### config.mk
export PLATFORM = sky130hd
export DESIGN_NAME = tdre_drive
export DESIGN_NICKNAME = d
export VERILOG_FILES = /design/src/verilog/tdre_pkg.sv /design/src/verilog/tdre_drive.sv /design/src/verilog/tdre_odometer.sv
export SDC_FILE = /design/constraint.sdc
export NUM_CORES = 1
export LEC_CHECK = 0
export ABC_AREA = 1
export BUFFER_PORTS_ARGS = -buffer_cell sky130_fd_sc_hd__clkbuf_2
export CORE_AREA = 2 2 174 176
export DETAILED_ROUTE_END_ITERATION = 7
export DIE_AREA = 0 0 176 178
export PLACE_DENSITY = 0.84
export SYNTH_ARGS = -nofsm -noshare
export SYNTH_HDL_FRONTEND = slang
export SYNTH_SLANG_ARGS = --single-unit
### constraint.sdc
create_clock -name sys_clk_i -period 10.08 [get_ports sys_clk_i]
set_clock_uncertainty 0.05 [all_clocks]
set_input_delay 2.016 -clock sys_clk_i [delete_from_list [all_inputs] [get_ports sys_clk_i]]
set_output_delay 2.016 -clock sys_clk_i [all_outputs]
set_load 0.05 [all_outputs]
### src/verilog/tdre_pkg.sv
package tdre_pkg;

    // clock
    localparam int unsigned CLK_PERIOD_NS = 50;

    // encoder geometry
    localparam int unsigned SEG_PER_CODE_WHEEL = 36;
    localparam logic [9:0] EDGES_PER_REV = 10'h271;
    localparam logic [11:0] SEGS_PER_METRE = 12'hFA0;
    localparam int unsigned SEG_PITCH_UM = 250;

    // speed bounds in segments per second
    localparam logic [10:0] SPEED_MAX = 11'h3E8;
    localparam logic [10:0] SPEED_MECH_MAX = 11'h4B0;
    localparam logic [10:0] SPEED_MIN = 11'h032;

    // speed measurement window
    localparam int unsigned SPEED_WIN_NS = 100_000_000;
    localparam int unsigned WIN_CYC_DEF = SPEED_WIN_NS / CLK_PERIOD_NS;
    localparam logic [3:0] WIN_PER_S = 4'(1_000_000_000 / SPEED_WIN_NS);

    // pwm carrier
    localparam int unsigned PWM_FREQ_HZ = 20_000;
    localparam logic [9:0] PWM_PERIOD =
        10'(1_000_000_000 / (CLK_PERIOD_NS * PWM_FREQ_HZ));
    localparam logic [9:0] DUTY_STEP = 10'h008;

    // bridge dead interval, least time so rounded up
    localparam int unsigned DEAD_TIME_NS = 2000;
    localparam logic [5:0] DEAD_CYC =
        6'((DEAD_TIME_NS + CLK_PERIOD_NS - 1) / CLK_PERIOD_NS);

    // current thresholds in converter units
    localparam logic [9:0] CUR_BLOCK_TH = 10'h320;
    localparam logic [9:0] CUR_LOW_TH = 10'h064;

    typedef struct packed {
        logic en;
        logic rev;
        logic [10:0] speed;
    } tdre_cmd_t;

    typedef struct packed {
        logic leg_a_high;
        logic leg_a_low;
        logic leg_b_high;
        logic leg_b_low;
    } tdre_bridge_t;

    typedef struct packed {
        logic [31:0] seg_cnt;
        logic [15:0] rev_cnt;
        logic [15:0] metre_cnt;
        logic [10:0] speed;
    } tdre_odo_t;

    typedef enum logic [1:0] {
        BR_IDLE = 2'h0,
        BR_FWD  = 2'h1,
        BR_DEAD = 2'h3,
        BR_REV  = 2'h2
    } tdre_br_e;

    typedef struct packed {
        logic sync1;
        logic sync2;
        logic prev;
        logic [9:0] wheel_pos;
        logic [11:0] metre_pos;
        logic [7:0] win_cnt;
        tdre_odo_t odo;
    } tdre_odo_st_t;

    typedef struct packed {
        logic [20:0] win_cnt;
        logic win_tick;
        logic [9:0] pwm_cnt;
        logic [1:0][9:0] duty;
        tdre_br_e [1:0] br;
        logic [1:0] tgt_rev;
        logic [1:0][5:0] dead_cnt;
        logic [1:0] blocked;
        logic [1:0] enc_fail;
        logic [1:0] bump_s1;
        logic [1:0] bump_s2;
        logic [1:0] bump_prev;
        logic [1:0] collide;
        tdre_bridge_t [1:0] legs;
    } tdre_top_st_t;

endpackage
### src/verilog/tdre_drive.sv
`timescale 1ns/1ps
module tdre_drive import tdre_pkg::*; #(
    parameter int unsigned WIN_CYCLES = WIN_CYC_DEF
) (
    // clock and reset
    input wire logic sys_clk_i,
    input wire logic rst_n_i,
    // motor commands and converter results
    input tdre_cmd_t [1:0] cmd_i,
    input wire logic [1:0][9:0] cur_i,
    input wire logic fault_clr_i,
    // sensor pins
    input wire logic [1:0] enc_i,
    input wire logic [1:0] bump_i,
    // bridge drive
    output tdre_bridge_t [1:0] bridge_o,
    // odometry and status
    output tdre_odo_t [1:0] odo_o,
    output logic [1:0] blocked_o,
    output logic [1:0] enc_fail_o,
    output logic [1:0] bump_o,
    output logic [1:0] collide_o
);

    tdre_top_st_t s_r;
    tdre_top_st_t s_nxt;
    logic [1:0][10:0] tgt;
    logic [1:0] run;
    logic [1:0] pwm_on;

    genvar gi;
    generate
        for (gi = 0; gi < 2; gi++) begin : g_odo
            tdre_odometer u_odo (
                .sys_clk_i(sys_clk_i),
                .rst_n_i(rst_n_i),
                .enc_i(enc_i[gi]),
                .win_tick_i(s_r.win_tick),
                .odo_o(odo_o[gi])
            );
        end
    endgenerate

    always_comb begin
        s_nxt = s_r;
        tgt = '0;
        run = '0;
        pwm_on = '0;

        // fixed timer window for speed measurement
        s_nxt.win_tick = 1'b0;
        if (s_r.win_cnt == 21'(WIN_CYCLES - 1)) begin
            s_nxt.win_cnt = '0;
            s_nxt.win_tick = 1'b1;
        end else begin
            s_nxt.win_cnt = s_r.win_cnt + 21'h00_0001;
        end

        // fixed carrier, only the compare level moves
        if (s_r.pwm_cnt == PWM_PERIOD - 10'h001) begin
            s_nxt.pwm_cnt = '0;
        end else begin
            s_nxt.pwm_cnt = s_r.pwm_cnt + 10'h001;
        end

        // bumper synchronisers and press detection
        s_nxt.bump_s1 = bump_i;
        s_nxt.bump_s2 = s_r.bump_s1;
        s_nxt.bump_prev = s_r.bump_s2;
        s_nxt.collide = s_r.bump_s2 & ~s_r.bump_prev;

        for (int m = 0; m < 2; m++) begin
            // speed target clamped into the controllable band
            tgt[m] = cmd_i[m].speed;
            if (tgt[m] > SPEED_MAX) begin
                tgt[m] = SPEED_MAX;
            end else if (tgt[m] != '0 && tgt[m] < SPEED_MIN) begin
                tgt[m] = SPEED_MIN;
            end
            run[m] = cmd_i[m].en && tgt[m] != '0 && !s_r.blocked[m];
            pwm_on[m] = s_r.pwm_cnt < s_r.duty[m];

            // blocked motor latches and forces shutdown; set beats clear
            if (cur_i[m] >= CUR_BLOCK_TH && s_r.br[m] != BR_IDLE) begin
                s_nxt.blocked[m] = 1'b1;
            end else if (fault_clr_i) begin
                s_nxt.blocked[m] = 1'b0;
            end

            // closed-loop duty step once per window
            if (!run[m] || s_r.br[m] == BR_DEAD || s_r.br[m] == BR_IDLE) begin
                s_nxt.duty[m] = '0;
            end else if (s_r.win_tick) begin
                if (odo_o[m].speed < tgt[m]) begin
                    if (s_r.duty[m] > PWM_PERIOD - DUTY_STEP) begin
                        s_nxt.duty[m] = PWM_PERIOD;
                    end else begin
                        s_nxt.duty[m] = s_r.duty[m] + DUTY_STEP;
                    end
                end else if (odo_o[m].speed > tgt[m]) begin
                    if (s_r.duty[m] < DUTY_STEP) begin
                        s_nxt.duty[m] = '0;
                    end else begin
                        s_nxt.duty[m] = s_r.duty[m] - DUTY_STEP;
                    end
                end
            end

            // full power, low current, no motion; set beats clear
            if (s_r.win_tick && s_r.duty[m] == PWM_PERIOD && cur_i[m] < CUR_LOW_TH
                    && odo_o[m].speed == '0) begin
                s_nxt.enc_fail[m] = 1'b1;
            end else if (fault_clr_i) begin
                s_nxt.enc_fail[m] = 1'b0;
            end

            // bridge sequencing
            unique case (s_r.br[m])
                BR_IDLE: begin
                    if (run[m]) begin
                        s_nxt.tgt_rev[m] = cmd_i[m].rev;
                        s_nxt.br[m] = cmd_i[m].rev ? BR_REV : BR_FWD;
                    end
                end
                BR_FWD: begin
                    if (!run[m]) begin
                        s_nxt.br[m] = BR_IDLE;
                    end else if (cmd_i[m].rev) begin
                        s_nxt.br[m] = BR_DEAD;
                        s_nxt.dead_cnt[m] = DEAD_CYC;
                    end
                end
                BR_REV: begin
                    if (!run[m]) begin
                        s_nxt.br[m] = BR_IDLE;
                    end else if (!cmd_i[m].rev) begin
                        s_nxt.br[m] = BR_DEAD;
                        s_nxt.dead_cnt[m] = DEAD_CYC;
                    end
                end
                BR_DEAD: begin
                    if (s_r.dead_cnt[m] != '0) begin
                        s_nxt.dead_cnt[m] = s_r.dead_cnt[m] - 6'h01;
                    end else if (!run[m]) begin
                        s_nxt.br[m] = BR_IDLE;
                    end else begin
                        s_nxt.tgt_rev[m] = cmd_i[m].rev;
                        s_nxt.br[m] = cmd_i[m].rev ? BR_REV : BR_FWD;
                    end
                end
            endcase

            // only one diagonal is ever selected, so no leg can short
            s_nxt.legs[m] = '0;
            if (s_r.br[m] == BR_FWD && run[m] && !cmd_i[m].rev) begin
                s_nxt.legs[m].leg_a_high = pwm_on[m];
                s_nxt.legs[m].leg_b_low = 1'b1;
            end else if (s_r.br[m] == BR_REV && run[m] && cmd_i[m].rev) begin
                s_nxt.legs[m].leg_a_low = 1'b1;
                s_nxt.legs[m].leg_b_high = pwm_on[m];
            end
        end
    end

    always_ff @(posedge sys_clk_i or negedge rst_n_i) begin
        if (!rst_n_i) begin
            s_r <= '0;
        end else begin
            s_r <= s_nxt;
        end
    end

    assign bridge_o = s_r.legs;
    assign blocked_o = s_r.blocked;
    assign enc_fail_o = s_r.enc_fail;
    assign bump_o = s_r.bump_s2;
    assign collide_o = s_r.collide;

endmodule // tdre_drive

### src/verilog/tdre_odometer.sv
`timescale 1ns/1ps
module tdre_odometer import tdre_pkg::*; (
    // clock and reset
    input wire logic sys_clk_i,
    input wire logic rst_n_i,
    // encoder pin and window tick
    input wire logic enc_i,
    input wire logic win_tick_i,
    // results
    output tdre_odo_t odo_o
);

    tdre_odo_st_t s_r;
    tdre_odo_st_t s_nxt;
    logic edge_seen;
    logic [7:0] win_inc;

    always_comb begin
        s_nxt = s_r;
        s_nxt.sync1 = enc_i;
        s_nxt.sync2 = s_r.sync1;
        s_nxt.prev = s_r.sync2;
        // both rising and falling transitions count, one segment each
        edge_seen = s_r.sync2 ^ s_r.prev;
        win_inc = s_r.win_cnt;
        if (edge_seen && s_r.win_cnt != 8'hFF) begin
            win_inc = s_r.win_cnt + 8'h01;
        end
        if (edge_seen) begin
            s_nxt.odo.seg_cnt = s_r.odo.seg_cnt + 32'h0000_0001;
            if (s_r.wheel_pos == EDGES_PER_REV - 10'h001) begin
                s_nxt.wheel_pos = '0;
                s_nxt.odo.rev_cnt = s_r.odo.rev_cnt + 16'h0001;
            end else begin
                s_nxt.wheel_pos = s_r.wheel_pos + 10'h001;
            end
            if (s_r.metre_pos == SEGS_PER_METRE - 12'h001) begin
                s_nxt.metre_pos = '0;
                s_nxt.odo.metre_cnt = s_r.odo.metre_cnt + 16'h0001;
            end else begin
                s_nxt.metre_pos = s_r.metre_pos + 12'h001;
            end
        end
        s_nxt.win_cnt = win_inc;
        if (win_tick_i) begin
            // edges in one window scaled to segments per second
            s_nxt.odo.speed = 11'(win_inc * WIN_PER_S);
            s_nxt.win_cnt = '0;
        end
    end

    always_ff @(posedge sys_clk_i or negedge rst_n_i) begin
        if (!rst_n_i) begin
            s_r <= '0;
        end else begin
            s_r <= s_nxt;
        end
    end

    assign odo_o = s_r.odo;

endmodule // tdre_odometer

# Word-level counts from Yosys, hierarchy flattened
# Index checks and enable logic that the tools add are counted.
[op_classes]
n_addsub = 20
n_mul = 2
magnitude_cmp = 18
n_eq_ne = 34
muxes = 70
n_bitwise = 4
reduce_logical = 66
[ops]
columns = ["operator", "count"]
rows = [
  ["$mux 10", 15],
  ["$add 16x1->16 const B", 4],
  ["$add 32x1->32 const B", 2],
  ["$mux 6", 10],
  ["$eq 10x10->1 const B", 5],
  ["$mux 11", 4],
  ["$reduce_bool 11->1", 4],
  ["$mux 2", 20],
  ["$pmux 6 s3", 2],
  ["$mux 8", 4],
  ["$add 10x1->10 const B", 3],
  ["$add 12x1->12 const B", 2],
  ["$eq 12x12->1 const B", 2],
  ["$logic_and 1x1->1", 24],
  ["$mux 12", 2],
  ["$ne 2x2->1 const B", 12],
  ["$gt 11x10->1 const B", 2],
  ["$gt 11x11->1", 2],
  ["$logic_not 11->1", 2],
  ["$lt 11x11->1", 2],
  ["$lt 11x6->1 const B", 2],
  ["$add 21x1->21 const B", 1],
  ["$eq 21x21->1 const B", 1],
  ["$mux 21", 1],
  ["29 further kinds", 86],
]
[word_totals]
regBits = 302
inputBits = 53
out_inout_bits = 166
wordCells = 259

# Depth between registers and ports, before layout
# Gate-level depths: netlist of run 1.
[logic_depth]
depth_word = 12
mapped_depth = 20

# Hierarchy
# Synthesis of run 1 repeated with hierarchy kept, for this count alone.
[hier_totals]
hier_cells = 2575
area_unflattened_um2 = 19545.0
[by_module_without_submodules]
columns = ["mod", "n_inst", "cells_each", "area_each_um2", "seq_area_each_um2"]
rows = [
  ["tdre_odometer (g_odo[1].u_odo)", 1, 934, 6859.1, 2677.6],
  ["tdre_odometer (g_odo[0].u_odo)", 1, 858, 6688.9, 2677.6],
  ["tdre_drive", 1, 783, 5997.0, 2052.0],
]

# Worst setup path after synthesis of run 1
# Ideal clock, no wire load.
[synth_path]
path_type = "in2reg"
start = "input port cmd_i[1] in the netlist's numbering"
end = "register s_r[42] in the netlist's numbering"
setup_time_ns = 0.118
t_arrival_ns = 3.737
t_required_ns = 9.912
slack_ns = 6.175
cell_stages = 14
cell_sequence = "nor3_1 inv_1 nand3_1 nand3_1 inv_1 o21ai_0 ha_1 nand2_1 nor2_1 nand4_1 o21ai_2 nor2_1 nand3_1 nand2_1"
[synth_between]
elab_chain_cells = 12
word_cells_on_any_way = 20
cone_classes = "order compare: 4; mux: 5; reduce/logical: 11"
[synth_rtl]
columns = ["item", "line", "text"]
rows = [
  ["from (decl)", "tdre_drive.sv:9", "input tdre_cmd_t [1:0] cmd_i,"],
  ["$lt 11x6->1 / $reduce_bool 11->1 (equally long branches)", "tdre_drive.sv:77", "end else if (tgt[m] != '0 && tgt[m] < SPEED_MIN) begin"],
  ["$logic_and 1x1->1", "tdre_drive.sv:77", ""],
  ["$mux 11", "tdre_drive.sv:77", ""],
  ["$mux 11 (*)", "tdre_drive.sv:75", "if (tgt[m] > SPEED_MAX) begin"],
  ["parallel branches: the longest is 8 deep, another holds $lt 11x11->1", "-", ""],
  ["to (signal assigned)", "tdre_drive.sv:169", "s_r <= s_nxt;"],
  ["to (decl)", "tdre_drive.sv:25", "tdre_top_st_t s_r;"],
]
# Mark *: on every way between the ends. The select of a mux whose other input is x is not followed.
# A chain may end at the register's enable or synchronous reset.

# Worst setup path in the final report of run 1
[layout_path]
start = "input port cmd_i[6] in the netlist's numbering"
end = "register s_r[41] in the netlist's numbering"
# The elaborated chain is that of the path after synthesis.

==> impl_results.md, run 1 <==
* Top-area cell type share of the netlist area at 0.419
* Yosys top cell by area: dfrtp_1
* Crit-path cells: clkbuf_2 > nand2_1 > nor3_1 > nand2_1 > nand2_2 > nor2_1 > ha_1 > a21oi_1 > nor2_1 > a211oi_1 > nand3_2 > o21ai_0 > nand2_1 > nand2_1
* Area Growth Syn to Fin at 7.93%
* CTS root buf: clkbuf_16
* Crit path max fanout at 7
* Max_cap viols at 0
* Die Wd at 176 um
* TritonCTS Buffers at 35
* Slew headroom at 0.283
* Hold depth at 0
* Power share of the combinational group at 0.228
* CTS sink cnt at 296
* Core Rows at 63
* Die Area at 0.0313 mm^2
* Worst Setup End Kind: flop
* Yosys reg bits at 296
* Setup WS post-layout at 6020 ps
* Final RePlAce weighted congestion at 0.916
* Final hold violation count at 0
* Crit-path max cell delay at 830 ps
* Cells after DPL at 2,468
* Number of flops mapped to enable cells by yosys at 0
* Fin. max-slew vios at 0
* Clock buffer depth at 3
* ANT cells at 0
* Total congestion overflow at 0
* FF-to-FF path depth at 19
* Final Critical Period at 4060 ps
* RSZ-0062 raised after global routing: no
* Filler instances at 2,342
* Tcrit/Tclk final at 0.403
* Mean post-synth cell area at 8.65 um^2
* DR WL/cell at 14.0 um
* Initial antenna violation count at 0
* Reg power frac at 0.411
* Sw Ratio at 0.326
* DRC violations left at 0
* Worst min-delay path class: flop to flop
* Area taken by multi-input logic gates at 0.00794 mm^2
* Gate Count Post-Synth at 2,045
* Pin count of the biggest net entering global routing at 185
* Most used cell along the critical path: nand2_1
* Final ANT Viol Nets at 0
* CTS clk-pin slew, worst paths at 50 ps
* Total track usage at 0.228
* Fraction of layout cells with a size suffix above 1 at 0.175
* Placement Setup Slack at 5580 ps
* Synth cell types at 59
* Via/cell ratio at 5.29
* Area contributors post-synth: dfrtp_1 42%, buf_4 7.0%, nand2_1 6.8%
* Initial Util at 0.602
* Worst EP required at 10,470 ps
* Leakage power at 10.1 nW
* Core area at 0.0294 mm^2
* TNS Setup at 0 ps
* Critical path arrival at 4450 ps
* Yosys Warn Count at 0
* Routed vias at 13,400
* WL final at 35,300 um
* First-pass DRT Iterations at 5
* Iter 0 DRT Violations at 840
* Mapped cell area at 0.0177 mm^2
* Sequential-to-total area share from yosys stat at 0.419
* Startpoint Class: primary input
* Internal power at 2.30 mW
* Clock Power Share at 0.360
* Die Ht at 178 um
* I/O pin cnt at 219
* Vias in the first global route at 13,400
* Non-Filler Instances at 2,529
* Max VDD drop at 0.201 mV
* Asr flop ratio synth at 1.00
* Commonest register cell after synthesis: dfrtp_1
* Status: finished clean
* Buffers on Ports at 212
* Worst-Skew Late Latency at 520 ps
* H-tree depth at 2
* Net Switching at 1.11 mW
* Hold Buf Count CTS at 0
* Power Density at 179 mW/mm^2
* Worst path slowest cell: a211oi_1
* CTS tree: built
* Crit Path Category: primary input to flop
* Worst Tran Pin Value at 1070 ps
* Global-route wire length before repair at 60,500 um
* Post-CTS setup buffers at 0
* Fmax at 246 MHz
* Net count, final at 2,258
* Register Area at 0.00741 mm^2
* Setup violators final at 0
* Cts repair resizes at 0
* Detail Placement HPWL at 25,700 um
==> cell usage after synthesis, drive strengths merged, types with 2 or more instances <==
cell      n
a21oi    54
nor3b    12
nor3     74
xnor2    53
o311a     2
o21ai    82
conb      2
nand3   103
fa        2
nand4    71
ha       88
xor2    120
and3      3
o22ai     5
dfrtp   296
o31ai     4
nand2   337
clkbuf   14
o311ai    3
o21bai    6
a31oi     6
or2       6
inv     274
nor2    210
nand3b    5
o41ai     2
a21o      3
buf     170
a22oi     2
nor4     27
==> final cells by class <==
class,count,area share
clock inverter,14,0.00747
inverter,275,0.0541
multi-input combinational,1292,0.416
timing repair buffer,215,0.0579
clock buffer,47,0.0514
sequential,296,0.388
tap,390,0.0255
==> power groups by stage <==
stage          logic (mW)  registers [mW]  clock network, mW
3_5_place_dp        0.782            1.42                  0
5_1_grt             0.891            1.42               1.31
3_3_place_gp        0.736            1.41                  0
2_1_floorplan       0.635            1.40                  0
6_report            0.781            1.41               1.23
4_1_cts             0.787            1.41               1.26
==> per-stage QoR <==
| step | hold slack (ps) | instance area (um^2) | power [mW] | utilization |
|---|---|---|---|---|
| final | 297 | 19100 | 3.42 | 0.650 |
| after global routing | 313 | 19100 | 3.63 | 0.650 |
| after CTS | 300 | 19100 | 3.45 | 0.650 |
| after detailed placement | 287 | 18000 | 2.21 | 0.611 |
| after global placement | 284 | 18000 | 2.15 | 0.611 |
| after floorplan | 281 | 17700 | 2.04 | - |
==> registers in the layout, summed over array words and instances (netlist names) <==
name,cells
g_odo.u_odo.s_nxt,4
g_odo.u_odo.s_r,62
bridge_o,8
s_nxt,2
blocked_o,2
collide_o,2
bump_o,2
g_odo.u_odo.odo_o,148
s_r,64
enc_fail_o,2
==> critical path: cells and delay by family <==
family,cells,cell delay [ps]
compound gates,3,1130
fa+ha+maj,1,180
buf+inv,1,130
simple gates,9,1000
==> placed cells by master, fill, tap and decap left out, types with 3 or more instances in the layout <==
cell	Yosys	final
nand2_1	322	322
dfrtp_1	296	296
inv_1	267	267
clkbuf_2	0	211
nor2_1	176	176
xor2_1	120	120
nand3_1	90	90
ha_1	88	88
o21ai_0	75	75
nor3_1	62	62
nand4_1	60	60
a21oi_1	54	54
xnor2_1	53	53
clkbuf_16	0	36
nor4_1	23	23
nor2_2	19	19
nor2_4	14	14
nand2_2	13	13
nor3b_1	12	12
nand3_2	12	12
nor3_2	10	10
clkinv_2	1	8
inv_2	7	7
clkbuf_1	14	7
o21bai_1	6	6
a31oi_1	6	6
nand4_4	6	6
o21ai_1	5	5
or2_2	5	5
nand3b_1	5	5
nand4_2	5	5
o22ai_1	5	5
o31ai_1	4	4
conb_1	2	4
clkbuf_8	0	4
and3_1	3	3
a21o_1	3	3
nor4_4	3	3
o311ai_0	3	3
clkinvlp_4	0	3
==> cells by family (layout without fill, tap and decap cells) <==
kind of cell / count (synthesis) / after routing / synth area share
AND/OR/NAND/NOR: 849 / 849 / 0.242
buffers and inverters: 459 / 551 / 0.133
flip-flops: 296 / 296 / 0.419
AO/OA/AOI/OAI: 175 / 175 / 0.0554
XOR/XNOR: 173 / 173 / 0.0856
adder cells (fa/ha/maj): 90 / 90 / 0.0645
other: 2 / 4 / 0.000424
multiplexers: 1 / 1 / 0.000636
==> per-layer routing <==
metal / part of all wire / wire length [um] / up-vias / GRT usage
met5: 0 / 0 / - / 0
met4: 0.024 / 835 / 0 / 0.0716
met3: 0.049 / 1730 / 70 / 0.0384
met2: 0.50 / 17500 / 333 / 0.404
met1: 0.43 / 15200 / 6392 / 0.287
li1: - / - / 6585 / -
==> path summary, 6_finish.rpt <==
check,startpoint,end,slack [ps]
setup / recovery,cmd_i[6],s_r[41]$_DFFE_PN0P_,6020
hold / removal,s_nxt[13]$_DFF_PN0_,bump_o[1]$_DFF_PN0_,300
setup reg to reg,g_odo[1].u_odo.s_nxt[105]$_DFF_PN0_,g_odo[1].u_odo.odo_o[10]$_DFFE_PN0P_,6220
hold reg to reg,s_nxt[13]$_DFF_PN0_,bump_o[1]$_DFF_PN0_,300
min in group asynchronous,rst_n_i,bridge_o[3]$_DFF_PN0_,1500
max in group asynchronous,rst_n_i,g_odo[0].u_odo.odo_o[54]$_DFFE_PN0P_,6970
Note: power is estimated with default switching activity, not from simulation.
==> run 2: changes to the inputs <==
--- a/config.mk
+++ b/config.mk
@@ -7,10 +7,10 @@
 export LEC_CHECK = 0
 export ABC_AREA = 1
 export BUFFER_PORTS_ARGS = -buffer_cell sky130_fd_sc_hd__clkbuf_2
-export CORE_AREA = 2 2 174 176
+export CORE_AREA = 2 2 177 179
 export DETAILED_ROUTE_END_ITERATION = 7
-export DIE_AREA = 0 0 176 178
-export PLACE_DENSITY = 0.84
+export DIE_AREA = 0 0 179 181
+export PLACE_DENSITY = 0.82
 export SYNTH_ARGS = -nofsm -noshare
 export SYNTH_HDL_FRONTEND = slang
 export SYNTH_SLANG_ARGS = --single-unit
==> constraint.sdc (replaced) <==
create_clock -name sys_clk_i -period 3.9 [get_ports sys_clk_i]
set_clock_uncertainty 0.05 [all_clocks]
set_input_delay 0.78 -clock sys_clk_i [delete_from_list [all_inputs] [get_ports sys_clk_i]]
set_output_delay 0.78 -clock sys_clk_i [all_outputs]
set_load 0.05 [all_outputs]
==> run 2 against run 1 <==
Against the previous run:
- sequential power increased to 2.6 times the previous value
- via count rose by 0.90%
- sequential share of layout area down 0.28 points
- worst setup slack got worse by 5700 ps
- core utilization decreased by 1.6 points
- cell area is 0.73% higher
- cell count is 0.71% higher
- die area is 3.4% higher
- sequential cell count stayed put
- clock power rose to 2.6 times the previous value
- hold slack got worse by 65 ps
- critical path type is now flop to flop
- largest power group unchanged
==> impl_results.md, run 2 (synthesis gave the netlist of run 1 again) <==
* Status: finished clean (unchanged)
* Cts repair resizes at 0 (unchanged)
* I/O pin cnt at 219 (unchanged)
* Worst Setup End Kind: flop (unchanged)
* Initial antenna violation count at 0 (unchanged)
* Via/cell ratio at 5.30 (was 5.29)
* Register Area at 0.00741 mm^2 (unchanged)
* H-tree depth at 2 (unchanged)
* Vias in the first global route at 13,200 (was 13,400)
* Setup violators final at 0 (unchanged)
* Detail Placement HPWL at 25,900 um (was 25,700 um)
* Worst Tran Pin Value at 906 ps (was 1070 ps)
* CTS root buf: clkbuf_16 (unchanged)
* Initial Util at 0.583 (was 0.602)
* Commonest non-fill, non-tap cell in the layout: nand2_1 (unchanged)
* Worst EP required at 4190 ps (was 10,470 ps)
* Fraction of layout cells with a size suffix above 1 at 0.179 (was 0.175)
* Setup WS post-layout at 268 ps (was 6020 ps)
* Critical path arrival at 3920 ps (was 4450 ps)
* Buf+Inv Stages, Crit Path at 2 (was 1)
* Max_cap viols at 0 (unchanged)
* Final RePlAce weighted congestion at 0.902 (was 0.916)
* RSZ-0062 raised after global routing: no (unchanged)
* Crit-path cells: ha_1 > nand4_1 > nor2_1 > inv_1 > o21ai_2 > nor4_1 > xor2_1 > inv_1 > ha_1 > ha_1 > fa_1 > a21oi_1 > o21bai_1 > nand2_1 > nand2_1 > a21oi_1 > xnor2_1 > o21ai_0 (was clkbuf_2 > nand2_1 > nor3_1 > nand2_1 > nand2_2 > nor2_1 > ha_1 > a21oi_1 > nor2_1 > a211oi_1 > nand3_2 > o21ai_0 > nand2_1 > nand2_1)
* Area Growth Syn to Fin at 8.71% (was 7.93%)
* Crit-path max cell delay at 410 ps (was 830 ps)
* CTS tree: built (unchanged)
* Final ANT Viol Nets at 0 (unchanged)
* Die Wd at 179 um (was 176 um)
* Fin. max-slew vios at 0 (unchanged)
* Final Critical Period at 3630 ps
* Startpoint Class: flop (was primary input)
* CTS clk-pin slew, worst paths at 60 ps (was 50 ps)
* TNS Setup at 0 ps (unchanged)
* Total track usage at 0.219 (was 0.228)
* Hold Buf Count CTS at 0 (unchanged)
* Crit Path Category: flop to flop (was primary input to flop)
* Worst-Skew Late Latency at 510 ps (was 520 ps)
* Power Density at 465 mW/mm^2 (was 179 mW/mm^2)
* Net count, final at 2,268 (was 2,258)
* Crit path max fanout at 7 (unchanged)
* Most used cell along the critical path: ha_1 (was nand2_1)
* Cell depth of the worst setup path at 18 (was 14)
* Die Ht at 181 um (was 178 um)
* Die Area at 0.0324 mm^2 (was 0.0313 mm^2)
* Total congestion overflow at 0 (unchanged)
* Area taken by multi-input logic gates at 0.00794 mm^2 (unchanged)
* FF-to-FF path depth at 18 (was 19)
* Worst min-delay path class: primary input to asynchronous set/reset pin (was flop to flop)
* Iter 0 DRT Violations at 781 (was 840)
* WL final at 35,500 um (was 35,300 um)
* Max VDD drop at 0.377 mV (was 0.201 mV)
* Buffers on Ports at 212 (unchanged)
* Top delay family on crit path: adder cells (was compound AO/OA/AOI/OAI gates)
* CTS sink cnt at 296 (unchanged)
* Final hold violation count at 0 (unchanged)
* Leakage power at 10.2 nW (was 10.1 nW)
* First-pass DRT Iterations at 5 (unchanged)
* Worst path slowest cell: fa_1 (was a211oi_1)
* DR WL/cell at 13.9 um (was 14.0 um)
* Pin count of the biggest net entering global routing at 98 (was 185)
* ANT cells at 0 (unchanged)
* Core Rows at 64 (was 63)
* Routed vias at 13,500 (was 13,400)
* Number of flip-flops in the largest register at 148 (unchanged)
* Core area at 0.0303 mm^2 (was 0.0294 mm^2)
* Post-CTS setup buffers at 0 (unchanged)
* Filler instances at 2,455 (was 2,342)
* DRC violations left at 0 (unchanged)
* Tcrit/Tclk final at 0.931
* Slew headroom at 0.396 (was 0.283)
* Global-route wire length before repair at 59,800 um (was 60,500 um)
* Clock buffer depth at 3 (unchanged)
* Most frequent cells in the layout: 322 x nand2_1, 296 x dfrtp_1, 267 x inv_1 (unchanged)
* Fmax at 275 MHz
* Placement Setup Slack at 372 ps (was 5580 ps)
* TritonCTS Buffers at 35 (unchanged)
run 2: cell count changes in the layout (fill, tap and decap cells not counted), sizes merged:
cell	delta
clkinv	+1
buf	+10
clkbuf	+4
clkinvlp	-3
run 2: final cells by class:
type | instances | area share
Clock buffer | 51 | 0.0534
Inverter | 275 | 0.0537
Timing Repair Buffer | 225 | 0.0627
Clock inverter | 12 | 0.00670
Tap cell | 396 | 0.0258
Multi-Input combinational cell | 1292 | 0.413
Sequential cell | 296 | 0.385
run 2: path summary, 6_finish.rpt:
check	startpoint	end	slack, ps
max in group asynchronous	rst_n_i	g_odo[0].u_odo.odo_o[17]$_DFFE_PN0P_	2620
hold / removal	rst_n_i	s_r[20]$_DFFE_PN0P_	230
min in group sys_clk_i	s_nxt[12]$_DFF_PN0_	bump_o[0]$_DFF_PN0_	300
setup reg to reg	g_odo[0].u_odo.s_r[76]$_DFF_PN0_	g_odo[0].u_odo.odo_o[10]$_DFFE_PN0P_	270
hold reg to reg	s_nxt[12]$_DFF_PN0_	bump_o[0]$_DFF_PN0_	300
setup / recovery	g_odo[0].u_odo.s_r[76]$_DFF_PN0_	g_odo[0].u_odo.odo_o[10]$_DFFE_PN0P_	270
run 2: metrics by stage:
step                power, mW  utilization  cells  area (um^2)  hold slack, ps
detailed placement       5.70        0.596   2484        18100             291
finish                   8.94        0.634   2547        19200             232
global placement         5.58        0.596   2484        18100             285
floorplan                5.26            -   2047        17700             281
CTS                      9.02        0.634   2547        19200             294
global route             9.45        0.634   2547        19200             302
run 2: power by group:
group,switching [mW],leakage (nW),internal [mW],total (mW)
Combinational,1.35,5.68,0.697,2.05
Clock,1.29,0.575,1.97,3.25
Sequential,0.266,3.95,3.37,3.63
Total,2.90,10.2,6.03,8.94
run 2: routing by layer:
layer	share of wire	track usage	routed length [um]
met1	0.43	0.278	15300
met5	0	0	0
met4	0.033	0.0800	1160
met3	0.048	0.0372	1710
met2	0.49	0.376	17300
